[config.mk]
export PLATFORM = sky130hd
export DESIGN_NAME = eswc_top
export DESIGN_NICKNAME = d
export VERILOG_FILES = /design/src/core/eswc_pkg.sv /design/src/core/eswc_low_timer.sv /design/src/core/eswc_top.sv
export SDC_FILE = /design/constraint.sdc
export NUM_CORES = 1
export LEC_CHECK = 0
export BUFFER_PORTS_ARGS = -buffer_cell sky130_fd_sc_hd__buf_2
export CAP_MARGIN = 20
export CORE_AREA = 10 10 96 98
export CTS_CLUSTER_DIAMETER = 150
export CTS_CLUSTER_SIZE = 30
export DETAILED_ROUTE_END_ITERATION = 16
export DIE_AREA = 0 0 106 108
export MAX_ROUTING_LAYER = met4
export PLACE_DENSITY = 0.78
export SLEW_MARGIN = 20
export SYNTH_ARGS = -nofsm -noshare
export SYNTH_HDL_FRONTEND = slang
export SYNTH_SLANG_ARGS = --single-unit
[constraint.sdc]
create_clock -name clk_in -period 2.16 [get_ports clk_in]
set_input_delay 0.216 -clock clk_in [delete_from_list [all_inputs] [get_ports clk_in]]
set_output_delay 0.216 -clock clk_in [all_outputs]
set_load 0.01 [all_outputs]
[src/core/eswc_pkg.sv]
// shared constants for the enable, sleep and wake control block
package eswc_pkg;
    localparam int unsigned CLK_PERIOD_NS   = 10;
    localparam int unsigned LP_ENTRY_US     = 1000;
    localparam int unsigned CE_WAKE_LOW_US  = 250;
    localparam int unsigned HV_WAKE_LOW_US  = 250;
    localparam int unsigned LIN_WAKE_LOW_US = 150;
    localparam int unsigned GATE_OFF_NS     = 100;
    // cycle counts, least times rounded up
    localparam int unsigned LP_ENTRY_CYC     = (LP_ENTRY_US * 1000 + CLK_PERIOD_NS - 1)
                                               / CLK_PERIOD_NS;
    localparam int unsigned CE_WAKE_LOW_CYC  = (CE_WAKE_LOW_US * 1000 + CLK_PERIOD_NS - 1)
                                               / CLK_PERIOD_NS;
    localparam int unsigned HV_WAKE_LOW_CYC  = (HV_WAKE_LOW_US * 1000 + CLK_PERIOD_NS - 1)
                                               / CLK_PERIOD_NS;
    localparam int unsigned LIN_WAKE_LOW_CYC = (LIN_WAKE_LOW_US * 1000 + CLK_PERIOD_NS - 1)
                                               / CLK_PERIOD_NS;
    // longest time rounded down
    localparam int unsigned GATE_OFF_CYC     = GATE_OFF_NS / CLK_PERIOD_NS;
    localparam int unsigned CNT_W            = 20;
    localparam int unsigned DT_W             = 4;
    localparam logic [DT_W-1:0] DT_RESET     = 4'h0;

    typedef enum logic [1:0] {
        ESWC_ACTIVE  = 2'b00,
        ESWC_STANDBY = 2'b01,
        ESWC_SLEEP   = 2'b10
    } eswc_mode_e;
endpackage

[src/core/eswc_low_timer.sv]
// low-level duration detector with rising-edge qualify
`timescale 1ns/1ps
module eswc_low_timer #(
    parameter int unsigned CNT_W   = 20,
    parameter int unsigned MIN_CYC = 25000
) (
    // clock and reset
    input  wire logic clk_in,
    input  wire logic srst_in,
    // watched level
    input  wire logic level_in,
    // results
    output logic      long_low_out,
    output logic      rise_after_long_out
);
    localparam logic [CNT_W-1:0] MIN_V = CNT_W'(MIN_CYC);
    logic [CNT_W-1:0] cnt_r;
    logic             prev_r;

    // counter saturates so a very long low never wraps back to short
    always_ff @(posedge clk_in) begin
        if (srst_in) begin
            cnt_r <= '0;
        end else if (level_in) begin
            cnt_r <= '0;
        end else if (cnt_r < MIN_V) begin
            cnt_r <= cnt_r + CNT_W'(1);
        end
    end

    always_ff @(posedge clk_in) begin
        if (srst_in) begin
            prev_r <= 1'b1;
        end else begin
            prev_r <= level_in;
        end
    end

    assign long_low_out        = (cnt_r >= MIN_V);
    assign rise_after_long_out = level_in && !prev_r && (cnt_r >= MIN_V);
endmodule

[src/core/eswc_top.sv]
// enable, sleep and wake control with gate blanking and bus pass-through
//
// Overview of operation
// - enable low forces six gate outputs low fast
// - low-power entry only after enable low interval
// - standby disables amplifiers and 12 V regulator
// - translator variant turns 5 V regulator off
// - enable high keeps every function active
// - enable rise clears latched fault if gone
// - sleep-select bit picks sleep, else standby
// - short enable low pulse never enters low power
// - sleep wake on enable rise after long low
// - translators copy high-voltage input, open-drain
// - pull-up bit drives pull-ups, sampled enable-low
// - sleep wake on input one rise after low
// - bus pull-up: on active, off sleep, bit standby
// - sleep wake on bus rise after dominant
// - receive output follows bus, open-drain
// - bus dominant while transmit low, permit set, active
// - dead time from host dead_time_in input only
// - transmit permit pulse latches, fault pulls low
`timescale 1ns/1ps
module eswc_top #(
    parameter int unsigned LP_ENTRY_CYC     = eswc_pkg::LP_ENTRY_CYC,
    parameter int unsigned CE_WAKE_LOW_CYC  = eswc_pkg::CE_WAKE_LOW_CYC,
    parameter int unsigned HV_WAKE_LOW_CYC  = eswc_pkg::HV_WAKE_LOW_CYC,
    parameter int unsigned LIN_WAKE_LOW_CYC = eswc_pkg::LIN_WAKE_LOW_CYC,
    parameter bit          HAS_TRANSLATORS  = 1'b0
) (
    // clock and reset
    input  wire logic                      clk_in,
    input  wire logic                      srst_in,
    // host enable and configuration bits
    input  wire logic                      chip_enable_in,
    input  wire logic                      sleep_select_in,
    input  wire logic                      bus_pullup_select_in,
    input  wire logic [eswc_pkg::DT_W-1:0] dead_time_in,
    // pwm inputs
    input  wire logic                      phase_a_high_drive_in,
    input  wire logic                      phase_b_high_drive_in,
    input  wire logic                      phase_c_high_drive_in,
    input  wire logic                      phase_a_low_drive_in,
    input  wire logic                      phase_b_low_drive_in,
    input  wire logic                      phase_c_low_drive_in,
    // gate outputs
    output logic                           phase_a_high_gate_out,
    output logic                           phase_b_high_gate_out,
    output logic                           phase_c_high_gate_out,
    output logic                           phase_a_low_gate_out,
    output logic                           phase_b_low_gate_out,
    output logic                           phase_c_low_gate_out,
    // fault sources and state
    input  wire logic                      hw_fault_in,
    output logic                           fault_latched_out,
    // power domain enables and mode
    output logic                           amp_enable_out,
    output logic                           reg12_enable_out,
    output logic                           reg5_enable_out,
    output logic                           buck_enable_out,
    output logic                           monitor_enable_out,
    output logic [1:0]                     mode_out,
    // level translators
    input  wire logic                      high_volt_input_one_in,
    input  wire logic                      high_volt_input_two_in,
    output logic                           translated_output_one_out,
    output logic                           translated_output_one_oe_out,
    output logic                           translated_output_two_out,
    output logic                           translated_output_two_oe_out,
    output logic                           hv_pullup_enable_out,
    // bus transceiver
    input  wire logic                      bus_line_in,
    output logic                           bus_line_out,
    output logic                           bus_line_oe_out,
    output logic                           bus_pullup_enable_out,
    input  wire logic                      tx_data_in,
    output logic                           rx_data_out,
    output logic                           rx_data_oe_out,
    input  wire logic                      bus_fault_in,
    input  wire logic                      fault_and_tx_permit_pin_in,
    output logic                           fault_and_tx_permit_pin_out,
    output logic                           fault_and_tx_permit_pin_oe_out
);
    localparam logic [eswc_pkg::CNT_W-1:0] LP_V = eswc_pkg::CNT_W'(LP_ENTRY_CYC);

    eswc_pkg::eswc_mode_e mode_r;
    eswc_pkg::eswc_mode_e mode_nxt;
    logic [eswc_pkg::CNT_W-1:0] ce_low_cnt_r;
    logic       ce_prev_r;
    logic       ce_rise;
    logic       ce_wake;
    logic       hv_wake;
    logic       lin_wake;
    logic       fault_r;
    logic       pullup_sel_r;
    logic       tx_permit_r;
    logic [5:0] gate_r;
    logic [5:0] pwm_req;
    logic [5:0] pwm_dt;
    logic [eswc_pkg::DT_W-1:0] dt_cnt_r [3];
    logic [2:0] hi_prev_r;
    logic [2:0] lo_prev_r;

    assign ce_rise = chip_enable_in && !ce_prev_r;

    always_ff @(posedge clk_in) begin
        if (srst_in) begin
            ce_prev_r <= 1'b0;
        end else begin
            ce_prev_r <= chip_enable_in;
        end
    end

    // saturating low-time counter of the enable pin
    always_ff @(posedge clk_in) begin
        if (srst_in) begin
            ce_low_cnt_r <= '0;
        end else if (chip_enable_in) begin
            ce_low_cnt_r <= '0;
        end else if (ce_low_cnt_r < LP_V) begin
            ce_low_cnt_r <= ce_low_cnt_r + eswc_pkg::CNT_W'(1);
        end
    end

    eswc_low_timer #(
        .CNT_W   (eswc_pkg::CNT_W),
        .MIN_CYC (CE_WAKE_LOW_CYC)
    ) u_ce_wake (
        .clk_in              (clk_in),
        .srst_in             (srst_in),
        .level_in            (chip_enable_in),
        .long_low_out        (),
        .rise_after_long_out (ce_wake)
    );

    eswc_low_timer #(
        .CNT_W   (eswc_pkg::CNT_W),
        .MIN_CYC (HV_WAKE_LOW_CYC)
    ) u_hv_wake (
        .clk_in              (clk_in),
        .srst_in             (srst_in),
        .level_in            (high_volt_input_one_in),
        .long_low_out        (),
        .rise_after_long_out (hv_wake)
    );

    eswc_low_timer #(
        .CNT_W   (eswc_pkg::CNT_W),
        .MIN_CYC (LIN_WAKE_LOW_CYC)
    ) u_lin_wake (
        .clk_in              (clk_in),
        .srst_in             (srst_in),
        .level_in            (bus_line_in),
        .long_low_out        (),
        .rise_after_long_out (lin_wake)
    );

    // mode sequencing; short enable lows never reach the entry count
    always_comb begin
        mode_nxt = mode_r;
        case (mode_r)
            eswc_pkg::ESWC_ACTIVE: begin
                if (!chip_enable_in && ce_low_cnt_r >= LP_V - eswc_pkg::CNT_W'(1)) begin
                    mode_nxt = sleep_select_in ? eswc_pkg::ESWC_SLEEP
                                               : eswc_pkg::ESWC_STANDBY;
                end
            end
            eswc_pkg::ESWC_STANDBY: begin
                if (chip_enable_in) begin
                    mode_nxt = eswc_pkg::ESWC_ACTIVE;
                end
            end
            eswc_pkg::ESWC_SLEEP: begin
                // enable-pin wake needs its own long low, the other sources are
                // only relevant with the matching variant wired up
                if (ce_wake) begin
                    mode_nxt = eswc_pkg::ESWC_ACTIVE;
                end else if (HAS_TRANSLATORS && hv_wake) begin
                    mode_nxt = eswc_pkg::ESWC_STANDBY;
                end else if (!HAS_TRANSLATORS && lin_wake) begin
                    mode_nxt = eswc_pkg::ESWC_STANDBY;
                end
            end
            default: mode_nxt = eswc_pkg::ESWC_ACTIVE;
        endcase
    end

    always_ff @(posedge clk_in) begin
        if (srst_in) begin
            mode_r <= eswc_pkg::ESWC_ACTIVE;
        end else begin
            mode_r <= mode_nxt;
        end
    end

    // fault clears only on enable rise with cause gone; a new fault wins
    always_ff @(posedge clk_in) begin
        if (srst_in) begin
            fault_r <= 1'b0;
        end else if (hw_fault_in) begin
            fault_r <= 1'b1;
        end else if (ce_rise) begin
            fault_r <= 1'b0;
        end
    end

    // configuration bit sampled only while enable is low
    always_ff @(posedge clk_in) begin
        if (srst_in) begin
            pullup_sel_r <= 1'b0;
        end else if (!chip_enable_in) begin
            pullup_sel_r <= bus_pullup_select_in;
        end
    end

    // dead-time insertion: a rising drive waits dead_time_in plus one cycles after the
    // opposite side fell; zero passes non-overlapping host waveforms through unchanged
    assign pwm_req = {phase_c_high_drive_in, phase_b_high_drive_in, phase_a_high_drive_in,
                      phase_c_low_drive_in,  phase_b_low_drive_in,  phase_a_low_drive_in};

    // one process for all phases keeps every counter on a single driver
    always_ff @(posedge clk_in) begin
        if (srst_in) begin
            for (int p = 0; p < 3; p++) begin
                dt_cnt_r[p] <= eswc_pkg::DT_RESET;
            end
            hi_prev_r <= '0;
            lo_prev_r <= '0;
        end else begin
            hi_prev_r <= pwm_dt[5:3];
            lo_prev_r <= pwm_dt[2:0];
            for (int p = 0; p < 3; p++) begin
                if ((hi_prev_r[p] && !pwm_dt[p+3]) || (lo_prev_r[p] && !pwm_dt[p])) begin
                    dt_cnt_r[p] <= dead_time_in;
                end else if (dt_cnt_r[p] != '0) begin
                    dt_cnt_r[p] <= dt_cnt_r[p] - eswc_pkg::DT_W'(1);
                end
            end
        end
    end

    for (genvar p = 0; p < 3; p++) begin : g_phase
        // shoot-through guard: never both sides of one phase together; the
        // opposite side still on last cycle blocks a rise before the count loads
        assign pwm_dt[p+3] = pwm_req[p+3] && !pwm_req[p] && (hi_prev_r[p] ||
                             dead_time_in == '0 || (dt_cnt_r[p] == '0 && !lo_prev_r[p]));
        assign pwm_dt[p]   = pwm_req[p] && !pwm_req[p+3] && (lo_prev_r[p] ||
                             dead_time_in == '0 || (dt_cnt_r[p] == '0 && !hi_prev_r[p]));
    end

    always_ff @(posedge clk_in) begin
        if (srst_in) begin
            gate_r <= '0;
        end else begin
            gate_r <= pwm_dt;
        end
    end

    // gate outputs blanked combinationally so disable acts within one cycle
    logic gate_ok;
    assign gate_ok = chip_enable_in && (mode_r == eswc_pkg::ESWC_ACTIVE);
    assign phase_a_low_gate_out  = gate_r[0] && gate_ok;
    assign phase_b_low_gate_out  = gate_r[1] && gate_ok;
    assign phase_c_low_gate_out  = gate_r[2] && gate_ok;
    assign phase_a_high_gate_out = gate_r[3] && gate_ok;
    assign phase_b_high_gate_out = gate_r[4] && gate_ok;
    assign phase_c_high_gate_out = gate_r[5] && gate_ok;

    // power domain enables
    logic awake;
    assign awake              = chip_enable_in && (mode_r == eswc_pkg::ESWC_ACTIVE);
    assign amp_enable_out     = awake;
    assign reg12_enable_out   = awake;
    assign reg5_enable_out    = HAS_TRANSLATORS ? chip_enable_in : 1'b1;
    assign buck_enable_out    = (mode_r != eswc_pkg::ESWC_SLEEP);
    assign monitor_enable_out = (mode_r != eswc_pkg::ESWC_SLEEP);
    assign mode_out           = mode_r;
    assign fault_latched_out  = fault_r;

    // translators and pull-ups; open-drain drives only the low level
    assign translated_output_one_out    = 1'b0;
    assign translated_output_one_oe_out = !high_volt_input_one_in;
    assign translated_output_two_out    = 1'b0;
    assign translated_output_two_oe_out = !high_volt_input_two_in;
    assign hv_pullup_enable_out         = pullup_sel_r;

    always_comb begin
        case (mode_r)
            eswc_pkg::ESWC_ACTIVE:  bus_pullup_enable_out = 1'b1;
            eswc_pkg::ESWC_SLEEP:   bus_pullup_enable_out = 1'b0;
            default:                bus_pullup_enable_out = pullup_sel_r;
        endcase
    end

    // transmit permit latch; a bus fault pulls the pin low and wins the pulse
    always_ff @(posedge clk_in) begin
        if (srst_in) begin
            tx_permit_r <= 1'b0;
        end else if (bus_fault_in) begin
            tx_permit_r <= 1'b0;
        end else if (fault_and_tx_permit_pin_in) begin
            tx_permit_r <= 1'b1;
        end
    end

    assign fault_and_tx_permit_pin_out    = tx_permit_r && !bus_fault_in;
    assign fault_and_tx_permit_pin_oe_out = tx_permit_r || bus_fault_in;

    // bus driver is only allowed dominant once transmit is permitted
    assign bus_line_out    = 1'b0;
    assign bus_line_oe_out = !tx_data_in && tx_permit_r && awake;
    assign rx_data_out     = 1'b0;
    assign rx_data_oe_out  = !bus_line_in;

    a_gate_blank: assert property (@(posedge clk_in) disable iff (srst_in)
        !chip_enable_in |-> !(phase_a_high_gate_out || phase_b_high_gate_out ||
        phase_c_high_gate_out || phase_a_low_gate_out || phase_b_low_gate_out ||
        phase_c_low_gate_out))
        else $error("gate output high while enable low");
    a_short_low_stays: assert property (@(posedge clk_in) disable iff (srst_in)
        (mode_r == eswc_pkg::ESWC_ACTIVE && ce_low_cnt_r < LP_V - eswc_pkg::CNT_W'(1))
        |=> mode_r == eswc_pkg::ESWC_ACTIVE)
        else $error("low power entered before interval");
    a_entry_kind: assert property (@(posedge clk_in) disable iff (srst_in)
        (mode_r == eswc_pkg::ESWC_ACTIVE && mode_nxt != eswc_pkg::ESWC_ACTIVE)
        |=> mode_r == ($past(sleep_select_in) ? eswc_pkg::ESWC_SLEEP : eswc_pkg::ESWC_STANDBY))
        else $error("wrong low power mode chosen");
    a_entry_due: assert property (@(posedge clk_in) disable iff (srst_in)
        (mode_r == eswc_pkg::ESWC_ACTIVE && !chip_enable_in &&
        ce_low_cnt_r == LP_V - eswc_pkg::CNT_W'(1))
        |=> mode_r != eswc_pkg::ESWC_ACTIVE)
        else $error("low power not entered after interval");
    a_fault_clear: assert property (@(posedge clk_in) disable iff (srst_in)
        (fault_r && ce_rise && !hw_fault_in) |=> !fault_r)
        else $error("fault not cleared on enable rise");
    a_fault_hold: assert property (@(posedge clk_in) disable iff (srst_in)
        (fault_r && !ce_rise) |=> fault_r)
        else $error("fault cleared without enable rise");
    a_ce_wake: assert property (@(posedge clk_in) disable iff (srst_in)
        (mode_r == eswc_pkg::ESWC_SLEEP && ce_wake) |=> mode_r == eswc_pkg::ESWC_ACTIVE)
        else $error("no wake on enable rise");
    a_pullup_mode: assert property (@(posedge clk_in) disable iff (srst_in)
        mode_r == eswc_pkg::ESWC_SLEEP |-> !bus_pullup_enable_out)
        else $error("bus pull-up on in sleep");
    a_bus_copy: assert property (@(posedge clk_in) disable iff (srst_in)
        rx_data_oe_out == !bus_line_in && translated_output_one_oe_out == !high_volt_input_one_in)
        else $error("receive or translator path wrong");
    a_lp_power: assert property (@(posedge clk_in) disable iff (srst_in)
        mode_r == eswc_pkg::ESWC_STANDBY |-> !amp_enable_out && !reg12_enable_out &&
        buck_enable_out && monitor_enable_out)
        else $error("standby power domains wrong");
endmodule

==> impl_metrics.ini <==
[run_status]
status = finished, final reports clean

[clocking]
cts-resized-gates = 0
clock_sinks = 86
worstSkewPairLatency_ps = 350
postCtsHoldBufs = 0
cts_root_buf = clkbuf_8
clkTransAtPathRegs_ps = 80
postCtsSetupBuffers = 0
cts_buffer_depth = 2
cts_buffers = 9
cts_tree = yes
cts_max_level = 3

[sta]
rsz0062_at_grt = no
relSlewSlack_pct = 62.0
hold_viol = 0
finalSetupTns_ps = 0
layout_min_cycle_time_ps = 1930
finalSetupViolations = 0
fin_worst_skew_ps = 7.90
period_share_pct = 89.2
worst-slew-pin-transition_ps = 565
fmax_mhz = 519
finalMaxSlewViolations = 0

[final_layout]
finalNetCount = 547
stdcell_count = 621
nFillCells = 667
multi_input_area_mm2 = 0.00210
areaGrowthSynthToFinish_pct = 11.3
regArea_mm2 = 0.00184
drive_above_1_share_pct = 15.4
antennaDiodeCount = 0

[synth]
synth_area_leaders = dfxtp_1 (36%), edfxtp_1 (8.7%), nor2_1 (7.0%), xnor2_1 (6.6%), nor3_1 (3.6%)
synth_area_mm2 = 0.00414
synth_edf_count = 12
synthTopCellsByCount = nor2_1 (77), dfxtp_1 (74), xnor2_1 (31)
synth_largest_area_cell = dfxtp_1
ys.flop_type = dfxtp_1
synthArstFlopShare_pct = 0
syn_avg_cell_area_um2 = 8.78
ys_ff_latch = 86
syn-instance-count = 472
synth_seq_area_share_pct = 44.4
yosys_warnings = 0
synth_top_area_share_pct = 35.7
yosysMostFrequentCell = nor2_1
synth_cell_type_count = 48

[grt]
antenna_found_initial = 0
grt_pass1_wl_um = 14000
grtUsageTotal_pct = 14.8
grt_pass1_vias = 3104
grt_max_degree = 34
grt_overflow = 0

[worst_setup_path]
worst_path_largest_cell_delay_ps = 470
worstSetupPathType = reg2reg
worst_ep_required_time_ps = 2400
crit_start = ce_low_cnt_r[4]
path_common_cell = nand4_1
cp-start-kind = flop
arrival_ps = 2160
worstSetupEndpointType = flop
path_cells = nand4_1 > nor4_1 > nand4_1 > nor3_1 > xnor2_1 > nor2_1
r2r-start = ce_low_cnt_r[4]
path_max_fanout = 6
slowest_stage = nor4_1

[detailed_routing]
dr.pass1.iters = 4
wl_um = 8090
wl_per_cell_um = 13.0
drtIter0Drc = 126
route.vias.total = 3266
ant_nets = 0
viasPerCell = 5.26
drc = 0

[worst_hold_path]
worstHoldPathType = in2reg
min_from = bus_fault_in

[place]
globalplace.congestion = 0.864
portBuffers = 42
place_hpwl_um = 5940
dpl.cell_count = 605

[floorplan]
die_w_um = 106
core-area_mm2 = 0.00745
die-height_um = 108
initial_utilization_pct = 55.6
die_area_mm2 = 0.0114
rows = 32
io-pin-count = 48

[power]
power_density_mw_per_mm2 = 802
leakagePower_uw = 0.00181
ir_drop_uv = 379

[job]
cap_violations = 0
layer usage:
| layer | GRT usage, % | vias to the layer above | part of all wire, % |
|---|---|---|---|
| met4 | 6.38 | 0 | 1.7 |
| met5 | - | - | 0 |
| li1 | - | 1674 | - |
| met3 | 3.81 | 12 | 5.8 |
| met2 | 23.1 | 69 | 45 |
| met1 | 17.9 | 1511 | 47 |
flip-flops by register name, indices dropped and copies added (netlist names):
register / count
ce_low_cnt_r: 20
u_ce_wake.cnt_r: 20
u_lin_wake.cnt_r: 20
dt_cnt_r: 12
hi_prev_r: 3
lo_prev_r: 2
mode_out: 2
ce_prev_r: 1
fault_latched_out: 1
gate_r: 1
hv_pullup_enable_out: 1
tx_permit_r: 1
u_ce_wake.prev_r: 1
u_lin_wake.prev_r: 1
cell usage in the layout, fill, tap and decap left out, drive strengths merged, types with 8 or more instances in the layout:
cell,n
a21oi,16
and2,19
and3,11
buf,50
clkbuf,10
dfxtp,74
edfxtp,12
ha,11
inv,24
mux2i,9
nand2,26
nand2b,8
nand3,12
nand4,12
nor2,77
nor3,34
nor4,11
o21ai,8
or3,8
xnor2,31
xor2,13
worst paths after layout:
check | end | cells past startpoint | slack (ps)
worst max register to register | ce_low_cnt_r[15] | 6 | 230
worst max-delay path | ce_low_cnt_r[15] | 6 | 230
worst min register to register | u_ce_wake.cnt_r[19] | 1 | 460
worst min-delay path | tx_permit_r | 2 | 40
cell type report:
type | count | area share, %
multi-input cells | 344 | 45.6
repair buffers | 50 | 5.86
clock inverters | 6 | 0.733
inverters | 23 | 1.87
clock buffers | 10 | 3.23
flip-flops and latches | 86 | 39.9
well taps | 102 | 2.77
worst max-delay path, delay by kind of cell (launching register included):
family / cells / cell delay (ps)
xor gates and xnor gates: 1 / 170
DFF: 1 / 450
and+or+nand+nor: 5 / 1190
report_power, final:
| group | leakage [µW] | switching, µW | internal [µW] | total (µW) |
|---|---|---|---|---|
| Clock | 0.0000927 | 559 | 480 | 1040 |
| Sequential | 0.000733 | 90.2 | 1790 | 1880 |
| Combinational | 0.000984 | 435 | 338 | 773 |
metrics by stage:
step | setup slack [ps] | power (µW) | hold slack (ps) | cell area [µm²] | utilization [%]
2_1_floorplan | 421 | 2510 | 293 | 4160 | -
4_1_cts | 242 | 3720 | 35.5 | 4610 | 61.9
6_report | 232 | 3700 | 44.3 | 4610 | 61.9
3_5_place_dp | 252 | 2690 | 417 | 4430 | 59.5
3_3_place_gp | 355 | 2650 | 409 | 4430 | 59.5
5_1_grt | 9.46 | 3910 | 48.3 | 4610 | 61.9
cell families after synthesis:
group / count (synthesis) / share of synthesized area [%]
XOR/XNOR: 44 / 9.30
adder cells (fa/ha/maj): 11 / 3.32
flip-flops: 86 / 44.4
buffers and inverters: 45 / 5.10
AND/OR/NAND/NOR: 236 / 29.3
multiplexers: 9 / 2.17
AO/OA/AOI/OAI: 39 / 6.13
other: 2 / 0.181
No activity file was read; power rests on OpenSTA's default activity.
